[config.mk]
export PLATFORM = sky130hd
export DESIGN_NAME = ntbp_status_map
export DESIGN_NICKNAME = d
export VERILOG_FILES = /design/src/rtl/ntbp_pkg.sv /design/src/rtl/ntbp_map_if.sv /design/src/rtl/ntbp_map_table.sv /design/src/rtl/ntbp_status_map.sv
export SDC_FILE = /design/constraint.sdc
export NUM_CORES = 1
export LEC_CHECK = 0
export BUFFER_PORTS_ARGS = -buffer_cell sky130_fd_sc_hd__buf_2
export CAP_MARGIN = 20
export CORE_UTILIZATION = 44
export CTS_CLUSTER_DIAMETER = 80
export DETAILED_ROUTE_END_ITERATION = 7
export HOLD_SLACK_MARGIN = 0.02
export REMOVE_ABC_BUFFERS = 1
export SYNTH_ARGS = -nofsm -noshare
export SYNTH_HDL_FRONTEND = slang
export SYNTH_SLANG_ARGS = --single-unit
export TNS_END_PERCENT = 100
[constraint.sdc]
create_clock -name sys_clk -period 9.02 [get_ports sys_clk]
set_input_delay 1.804 -clock sys_clk [delete_from_list [all_inputs] [get_ports sys_clk]]
set_output_delay 1.804 -clock sys_clk [all_outputs]
set_load 0.005 [all_outputs]
[src/rtl/ntbp_pkg.sv]
/*
 * constants for the punch-through status and mapping table block.
 * assumes dword-aligned configuration offsets with 4 byte enables.
 */
package ntbp_pkg;
    localparam int unsigned addr_w = 12;
    localparam logic [11:0] off_status = 12'h00a8;
    localparam logic [11:0] off_pointer = 12'h00ac;
    localparam logic [11:0] off_entry = 12'h00b0;

    localparam int unsigned busy_pos = 0;
    localparam int unsigned done_pos = 1;
    localparam int unsigned cpl_lo = 2;
    localparam int unsigned cpl_hi = 4;
    localparam int unsigned abort_pos = 5;
    localparam int unsigned cap_pos = 31;

    localparam int unsigned ptr_lo = 2;
    localparam int unsigned ptr_hi = 5;
    localparam int unsigned ptr_w = 4;
    localparam int unsigned map_depth = 16;

    localparam int unsigned valid_pos = 0;
    localparam int unsigned requester_function_field_lo = 16;
    localparam int unsigned requester_function_field_hi = 18;
    localparam int unsigned dev_lo = 19;
    localparam int unsigned dev_hi = 23;
    localparam int unsigned bus_lo = 24;
    localparam int unsigned bus_hi = 31;
    localparam int unsigned entry_w = 17;

    localparam logic [3:0] be_full = 4'hf;
    localparam logic [31:0] word_zero = 32'h0000_0000;

    typedef enum logic [2:0] {
        cpl_success = 3'h0,
        cpl_unsupported = 3'h1,
        cpl_retry = 3'h2,
        cpl_completer_abort = 3'h3,
        cpl_requester_abort = 3'h4
    } ntbp_cpl_e;
endpackage

[src/rtl/ntbp_map_if.sv]
/*
 * carrier between the register logic and the mapping table storage.
 * assumes one clock shared by both ends.
 */
interface ntbp_map_if;
    logic [3:0] sel;
    logic wr_en;
    logic [16:0] wdata;
    logic [16:0] rdata;
    modport regs (output sel, output wr_en, output wdata, input rdata);
    modport table_end (input sel, input wr_en, input wdata, output rdata);
endinterface

[src/rtl/ntbp_map_table.sv]
/*
 * sixteen-entry requester-id mapping table.
 * assumes por_rst is the only reset that clears the entries.
 */
module ntbp_map_table (
    // clock and power-on reset
    input wire logic sys_clk,
    input wire logic por_rst,
    // access port
    ntbp_map_if.table_end map
);
    logic [ntbp_pkg::entry_w-1:0] entries [ntbp_pkg::map_depth];

    assign map.rdata = entries[map.sel];

    // survives srst, cleared at power-on only
    always_ff @(posedge sys_clk) begin
        if (por_rst) begin
            for (int i = 0; i < ntbp_pkg::map_depth; i++) begin
                entries[i] <= '0;
            end
        end else if (map.wr_en) begin
            entries[map.sel] <= map.wdata;
        end
    end
endmodule // ntbp_map_table

[src/rtl/ntbp_status_map.sv]
/*
 * punch-through status register and mapping table window.
 * assumes configuration requests arrive as one-cycle strobes on sys_clk and
 * the far-side engine answers with a one-cycle completion strobe.
 */
// Contract
// busy bit high while transaction outstanding
// done set on completion, status valid
// write one clears done, aborts in-flight
// completion status encoding at bits 4:2
// software trusts status only while done
// abort bit set on requester abort
// capability bit; zero hides other fields
// done, pointer, table survive hot resets
// four-bit pointer field at bits 5:2
// data reads/writes selected table entry
// partial data access gets unsupported request
// entry fields function, device, bus layout
// entry bit 0 is valid flag
// data write launches far transaction, byte enables
// operation bit picks write or read
// busy clears on done or abort
// sixteen table entries
module ntbp_status_map #(
    parameter bit PUNCH_CAPABLE = 1'b1
) (
    // clock and resets
    input wire logic sys_clk,
    input wire logic srst,
    input wire logic por_rst,
    // configuration request from the host
    input wire logic cfg_req_valid,
    input wire logic cfg_req_write,
    input wire logic [11:0] cfg_req_addr,
    input wire logic [3:0] cfg_req_be,
    input wire logic [31:0] cfg_req_wdata,
    // configuration completion to the host
    output logic cfg_cpl_valid,
    output logic cfg_cpl_ur,
    output logic [31:0] cfg_cpl_rdata,
    // launch from the punch data register write
    input wire logic punch_data_write,
    input wire logic [3:0] punch_data_be,
    input wire logic operation_select_bit,
    // far-side configuration engine
    output logic far_req_valid,
    output logic far_req_write,
    output logic [3:0] far_req_be,
    output logic far_abort,
    input wire logic far_cpl_valid,
    input wire logic [2:0] far_cpl_status,
    // status view
    output logic punch_busy
);
    ntbp_map_if map ();

    logic busy;
    logic done;
    logic [2:0] cpl_status;
    logic abort_status_bit;
    logic [ntbp_pkg::ptr_w-1:0] map_table_pointer;

    ntbp_map_table u_table (
        .sys_clk(sys_clk),
        .por_rst(por_rst),
        .map(map)
    );

    ////////////////////////////////////////////////////////////////////////
    // decode

    // one dword register matched by a valid request
    function automatic logic addr_hit(
        input logic valid,
        input logic [11:0] addr,
        input logic [11:0] offset
    );
        return valid && addr == offset;
    endfunction

    wire hit_status = addr_hit(cfg_req_valid, cfg_req_addr, ntbp_pkg::off_status);
    wire hit_pointer = addr_hit(cfg_req_valid, cfg_req_addr, ntbp_pkg::off_pointer);
    wire hit_entry = addr_hit(cfg_req_valid, cfg_req_addr, ntbp_pkg::off_entry);
    wire entry_partial = hit_entry && cfg_req_be != ntbp_pkg::be_full;
    wire wr_status = hit_status && cfg_req_write;
    wire wr_pointer = hit_pointer && cfg_req_write;
    wire wr_entry = hit_entry && cfg_req_write;
    wire done_bit_one = cfg_req_wdata[ntbp_pkg::done_pos];
    wire done_w1c = wr_status && cfg_req_be[0] && done_bit_one;
    wire ptr_write = wr_pointer && cfg_req_be[0];
    wire [ntbp_pkg::ptr_w-1:0] ptr_field = cfg_req_wdata[ntbp_pkg::ptr_hi:ntbp_pkg::ptr_lo];

    ////////////////////////////////////////////////////////////////////////
    // punch-through events

    // capability strap gates every punch event
    wire cap = PUNCH_CAPABLE;
    wire launch = cap && punch_data_write && !busy;
    wire abort_now = done_w1c && busy && cap;
    wire far_done = cap && busy && far_cpl_valid;

    ////////////////////////////////////////////////////////////////////////
    // table carrier

    assign map.sel = map_table_pointer;
    assign map.wr_en = wr_entry && !entry_partial;
    assign map.wdata = {cfg_req_wdata[ntbp_pkg::bus_hi:ntbp_pkg::requester_function_field_lo],
                        cfg_req_wdata[ntbp_pkg::valid_pos]};

    ////////////////////////////////////////////////////////////////////////
    // read data

    wire [31:0] status_raw = {1'b1, 25'h000_0000, abort_status_bit, cpl_status,
                              done, busy};
    wire [31:0] status_word;
    // capability strap low hides every status field
    for (genvar b = 0; b < 32; b++) begin : g_cap_mask
        assign status_word[b] = status_raw[b] && cap;
    end
    wire [31:0] entry_word = {map.rdata[ntbp_pkg::entry_w-1:1], 15'h0000,
                              map.rdata[ntbp_pkg::valid_pos]};
    wire [31:0] pointer_word = {26'h000_0000, map_table_pointer, 2'h0};
    // writes, refused and unmapped requests read back zero
    wire no_data = cfg_req_write || entry_partial;
    wire [31:0] next_rdata = no_data ? ntbp_pkg::word_zero :
                             hit_status ? status_word :
                             hit_pointer ? pointer_word :
                             hit_entry ? entry_word : ntbp_pkg::word_zero;

    ////////////////////////////////////////////////////////////////////////
    // completion to the host

    wire next_cpl_valid = cfg_req_valid;
    wire next_cpl_ur = entry_partial;

    always_ff @(posedge sys_clk) begin
        if (srst) begin
            cfg_cpl_valid <= 1'b0;
            cfg_cpl_ur <= 1'b0;
            cfg_cpl_rdata <= '0;
        end else begin
            cfg_cpl_valid <= next_cpl_valid;
            cfg_cpl_ur <= next_cpl_ur;
            cfg_cpl_rdata <= next_rdata;
        end
    end

    ////////////////////////////////////////////////////////////////////////
    // punch-through status, cleared by srst

    // launch wins over a stale completion or abort
    wire next_busy = launch ? 1'b1 : (far_done || abort_now) ? 1'b0 : busy;
    wire next_abort_status_bit = launch ? 1'b0 :
                                 far_done ? far_cpl_status == ntbp_pkg::cpl_requester_abort :
                                 abort_status_bit;

    always_ff @(posedge sys_clk) begin
        if (srst) begin
            busy <= 1'b0;
        end else begin
            busy <= next_busy;
        end
    end

    always_ff @(posedge sys_clk) begin
        if (srst) begin
            cpl_status <= ntbp_pkg::cpl_success;
        end else if (far_done) begin
            cpl_status <= far_cpl_status;
        end
    end

    always_ff @(posedge sys_clk) begin
        if (srst) begin
            abort_status_bit <= 1'b0;
        end else begin
            abort_status_bit <= next_abort_status_bit;
        end
    end

    ////////////////////////////////////////////////////////////////////////
    // survives srst

    // completion beats a clear in the same cycle
    wire next_done = far_done ? 1'b1 : (done_w1c || launch) ? 1'b0 : done;

    always_ff @(posedge sys_clk) begin
        if (por_rst) begin
            done <= 1'b0;
        end else begin
            done <= next_done;
        end
    end

    always_ff @(posedge sys_clk) begin
        if (por_rst) begin
            map_table_pointer <= '0;
        end else if (ptr_write) begin
            map_table_pointer <= ptr_field;
        end
    end

    ////////////////////////////////////////////////////////////////////////
    // far-side request strobes

    always_ff @(posedge sys_clk) begin
        if (srst) begin
            far_req_valid <= 1'b0;
            far_abort <= 1'b0;
            punch_busy <= 1'b0;
        end else begin
            far_req_valid <= launch;
            far_abort <= abort_now;
            punch_busy <= next_busy;
        end
    end

    // operation and byte enables held from launch to launch
    always_ff @(posedge sys_clk) begin
        if (srst) begin
            far_req_write <= 1'b0;
            far_req_be <= '0;
        end else if (launch) begin
            far_req_write <= operation_select_bit;
            far_req_be <= punch_data_be;
        end
    end
endmodule // ntbp_status_map

==> metrics, run 1 <==
CP Buf/Inv Count 1; slowest stage delay, CP 870 ps; CTS Sinks 317; Clock Power Share 0.427; vias per inst 5.58; wire per inst 22.3 um; maximum root-to-sink buffer count 3; largest net degree at the start of global routing 67; vias post-DR 8117; commonest non-fill, non-tap cell in the layout nor2_1; Worst EP arrival 4410 ps; Worst setup EP type register; cell breakdown of the critical path buf_2 > nor3b_1 > nand3_1 > or3_1 > nor3b_2 > a21o_1; Critical Path RT 9130 ps; FP Rows 63; Core Box Area 29800 sq um; gr usage total 0.217; Clock Skews 13.3 ps; Starting Density 0.451; Post-synth EDFFs 272; worst min path class register to register; Post-Syn Area 13400 sq um; DRT Pass-1 Iters 4; Cell Pwr Density 200 nW/um^2; setup repair bufs after CTS 0; Clock Latency Late Sink 500 ps; Slowest-stage cell, CP a21o_1; ys async rst share 0; WHS Endpoint cfg_cpl_rdata[1]; CTS resizes 0; RSZ-0062 raised after global routing false; Layout area overhead 14.0%; first-pass GRT wire length 49500 um; Leak Pwr 5.20 nW; H-tree depth 2; final setup vio count 0; final instance area 15300 sq um; Mapped Avg Cell Area 13.8 sq um; Top delay family on crit path simple AND/OR/NAND/NOR gates; Final #Nets 1103; Sw Ratio 0.203; top_reg_cell synth edfxtp_1; min cycle time layout 4300 ps; antenna viol nets, final 0; CTS tree built; Tcrit/Tclk final 0.477; Hold Fails Final Rpt 0; type of the worst setup path input pin to register; chip height 177 um; IO Pins 105; slew margin rel. 0.284; max-cap viol count 0; slew of the pin with the lowest slew margin 1070 ps; cell count after synthesis 973; fraction of layout cells with a size suffix above 1 0.230; placed cell area 14300 sq um; Yosys reg bits 317; count of warnings emitted by yosys 0; R2R cell count 5; commonest non-fill, non-tap cells in the layout nor2_1, edfxtp_1, buf_2; GRT Residual Overflow 0; TNS Setup 0 ps; vias in the first global route 8277; Seq/Total Area, Yosys 0.675; Distinct cells, synth 43; reg2reg end cfg_cpl_rdata[19]; first-iteration detailed-routing DRC count 692; NetSw 0.000621 W; fillcell total 2549; Sequential Power Share 0.538; crit start category input pin; Post-DP HPWL 17400 um; GP Congestion 0.757; IO Port Bufs 84; hold_ws 437 ps; Worst VDD drop 0.0000995 V; Root Driver clkbuf_16; cell count of the worst hold path 2; number of CTS-inserted buffers 34; combinational share of power 0.035; DIE AREA 31200 sq um; status finished clean; # hold bufs at CTS 0; clock-pin slew on the worst setup and hold paths 60 ps; Die Width 177 um; Final Max Slew Viols 0; Hold Crit Start done; Tot Pwr 0.00307 W; r2r setup slk 6200 ps; Ant. Diodes 0; Max FO, Critical Path 17; WL final 32500 um; initial antenna violation count 0; Internal 0.00245 W; DRC 0; FMAX 232 MHz
-- tightest hold or removal path: stages, from the launching register on --
cell and delay (ps):
dfxtp_1 310, nand2_1 50, nor2_1 30
-- synthesized netlist by cell type, types with 2 or more instances --
library cell	number	area, sq um
clkbuf_1	48	180
buf_1	20	75.1
nand2_1	46	173
buf_4	10	75.1
edfxtp_1	272	8170
mux4_2	68	1530
dfxtp_1	45	901
o41ai_1	2	17.5
nand3_1	8	40.0
nor4_2	2	25.0
a211o_1	2	17.5
nand4_1	2	12.5
a41o_1	2	20.0
a22oi_1	4	30.0
inv_1	6	22.5
or3_4	2	22.5
a211oi_1	30	225
nor3_1	5	25.0
nand2b_1	19	119
nor2b_1	20	125
mux2i_1	21	210
a21oi_1	12	60.1
a21o_1	6	45.0
buf_2	10	50.1
o31ai_1	3	22.5
nor3b_1	2	15.0
o21ai_1	3	15.0
nor2_1	288	1080
-- stage by stage --
| step | worst slack, ps | cells | util |
|---|---|---|---|
| after floorplan | 3920 | 894 | - |
| after global placement | 4230 | 1393 | 0.479 |
| after detailed placement | 4190 | 1393 | 0.479 |
| after CTS | 4710 | 1454 | 0.514 |
| after global routing | 4590 | 1455 | 0.514 |
| final | 4720 | 1455 | 0.514 |
-- layer usage --
layer	vias to the layer above	track usage	part of all wire
met1	4150	0.294	0.43
met3	58	0.0303	0.054
met4	0	0.0679	0.023
met5	-	0	0
met2	261	0.362	0.49
li1	3648	-	-
-- worst max-delay path by stage --
stage | start | end | slack [ps] | cells after the start
2_1_floorplan | cfg_req_addr[10] | u_table.entries[12][0] | 3920 | 4
3_3_place_gp | cfg_req_addr[10] | u_table.entries[6][8] | 4230 | 6
3_5_place_dp | cfg_req_addr[10] | u_table.entries[6][8] | 4190 | 6
4_1_cts | cfg_req_addr[10] | u_table.entries[6][1] | 4710 | 6
5_1_grt | cfg_req_addr[10] | u_table.entries[5][12] | 4590 | 6
6_report | cfg_req_addr[10] | u_table.entries[6][1] | 4720 | 6
-- registers in the layout (all words and copies together), names as in the netlist, named ones only --
signal            cells
u_table.entries     272
cfg_cpl_rdata        22
far_req_be            4
map.sel               4
cpl_status            3
abort_status_bit      1
busy                  1
cfg_cpl_ur            1
cfg_cpl_valid         1
done                  1
far_abort             1
far_req_valid         1
far_req_write         1
-- area by class of cell --
class                      instances  area, sq um  share of cell area
multi-input combinational        571         4070               0.266
clock inverter                     6         25.0             0.00163
sequential                       317         9070               0.593
inverter                           6         22.5             0.00147
timing repair buffer             110          613              0.0400
tap                              390          488              0.0319
clock buffer                      55         1020              0.0667
-- logic make-up after synthesis --
kind of cell | share of synthesized area
AO/OA/AOI/OAI | 0.0367
buffers and inverters | 0.0300
flip-flops | 0.675
multiplexers | 0.131
other | 0.000279
AND/OR/NAND/NOR | 0.127
-- power groups by stage --
stage / combinational, W / sequential [W] / clock [W]
after global routing: 0.000115 / 0.00165 / 0.00139
after detailed placement: 0.000108 / 0.00168 / 0
after floorplan: 0.0000525 / 0.00168 / 0
after CTS: 0.000108 / 0.00165 / 0.00133
after global placement: 0.000106 / 0.00168 / 0
final: 0.000107 / 0.00165 / 0.00131
(Power assumes the default switching activity.)
==> run 2, diff against run 1 <==
Clock period 9.02 ns to 3.8 ns, I/O delays scaled along.
==> run 2 against run 1 <==
Cell count increased by 0.69%; critical path depth increased by 1; clock-buffer cell count decreased by 12; utilization increased by 0.75 points; largest cell class unchanged; routed wire length increased by 1.2%; critical path type unchanged; register-to-register slack got worse by 4800 ps; worst hold slack got worse by 10 ps; non-clock buffer count increased by 14; global-route usage decreased by 0.15 points; setup slack got worse by 3600 ps.
==> metrics, run 2 (synthesized netlist as in run 1, its figures left out) <==
status finished clean; crit start category input pin; Clock Skews 12.3 ps; final setup vio count 0; Sw Ratio 0.198; Clock Latency Late Sink 560 ps; H-tree depth 1; RSZ-0062 raised after global routing false; Reg with most FFs u_table.entries; Worst EP arrival 2920 ps; min cycle time layout 2680 ps; CTS tree built; antenna viol nets, final 0; hold_ws 426 ps; IO Port Bufs 84; CTS resizes 0; Die Width 177 um; worst min path class input pin to register; wire per inst 22.4 um; Cell Pwr Density 484 nW/um^2; clock-pin slew on the worst setup and hold paths 60 ps; FMAX 373 MHz; FP Rows 63; vias post-DR 8147; Final #Nets 1114; Sequential Power Share 0.520; gr usage total 0.216; WL final 32900 um; commonest non-fill, non-tap cells in the layout nor2_1, edfxtp_1, buf_2; Tcrit/Tclk final 0.706; type of the worst setup path input pin to register; r2r setup slk 1410 ps; GP Congestion 0.740; Final Max Slew Viols 0; Critical Path RT 4040 ps; IO Pins 105; CTS Sinks 317; NetSw 0.00149 W; DIE AREA 31200 sq um; Clock Power Share 0.445; vias per inst 5.56; # hold bufs at CTS 0; largest net degree at the start of global routing 54; top flop regs u_table.entries: 272 flops, cfg_cpl_rdata: 22 flops; combinational share of power 0.035; Hold Fails Final Rpt 0; max-cap viol count 0; number of CTS-inserted buffers 31; Starting Density 0.451; max reg flops 272; commonest non-fill, non-tap cell in the layout nor2_1; first-pass GRT wire length 49700 um; Layout area overhead 15.7%; fillcell total 2557; slew of the pin with the lowest slew margin 1030 ps; Ant. Diodes 0; Root Driver clkbuf_16; chip height 177 um; Internal 0.00604 W; slew margin rel. 0.312; TNS Setup 0 ps; setup repair bufs after CTS 0; initial antenna violation count 0; Max FO, Critical Path 9; GRT Residual Overflow 0; Core Box Area 29800 sq um; Worst VDD drop 0.000335 V; fraction of layout cells with a size suffix above 1 0.241; Post-DP HPWL 19400 um; vias in the first global route 8323; maximum root-to-sink buffer count 3; Worst setup EP type register; DRT Pass-1 Iters 5; Leak Pwr 5.30 nW; first-iteration detailed-routing DRC count 660; DRC 0
run 2: cell count changes in the layout (fill, tap and decap cells not counted):
| cell | change |
|---|---|
| clkbuf_4 | -1 |
| clkbuf_8 | -1 |
| buf_12 | +5 |
| clkinv_2 | +2 |
| clkinvlp_2 | +1 |
| bufinv_16 | +8 |
| clkbuf_1 | -1 |
| clkbuf_16 | -6 |
| clkbuf_2 | -4 |
| clkinv_1 | -3 |
| buf_4 | +10 |
run 2: power by group through the flow:
stage	combinational [W]	sequential [W]	clock, W
after detailed placement	0.000263	0.00399	0
final	0.000262	0.00391	0.00335
after global routing	0.000280	0.00392	0.00353
after global placement	0.000261	0.00398	0
after CTS	0.000263	0.00391	0.00339
after floorplan	0.000125	0.00398	0
run 2: final timing paths:
kind                                                end  depth (start not counted)             start
worst min-delay path                      cfg_cpl_valid                          2     cfg_req_valid
worst max-delay path            u_table.entries[12][10]                          7  cfg_req_addr[10]
worst max register to register        cfg_cpl_rdata[19]                          5          register
worst min register to register         cfg_cpl_rdata[1]                          2              done
run 2: final cells by class:
type,instances,area (sq um),share of cell area
Tap cell,390,488,0.0314
Inverter,6,22.5,0.00145
Multi-Input combinational cell,571,4070,0.262
Timing Repair Buffer,124,783,0.0504
Sequential cell,317,9070,0.584
Clock inverter,14,269,0.0173
Clock buffer,43,831,0.0535
run 2: worst max-delay path, cell delays in order:
cell and delay, ps:
buf_2 100, nor3b_1 340, nand3_1 280, or3_1 510
buf_4 210, o41ai_2 390, buf_4 310
run 2: per-stage QoR:
stage	power, W	area, sq um	cells	setup WS (ps)	util
floorplan	0.00410	13100	894	-256	-
global placement	0.00424	14400	1408	626	0.485
detailed placement	0.00425	14400	1408	588	0.485
CTS	0.00757	15500	1465	1160	0.521
global route	0.00773	15500	1465	1030	0.521
finish	0.00752	15500	1465	1120	0.521
run 2: routing by layer:
layer,track usage,routed length (um)
met1,0.300,14300
met2,0.363,16200
met3,0.0253,1830
met4,0.0492,573
met5,0,0
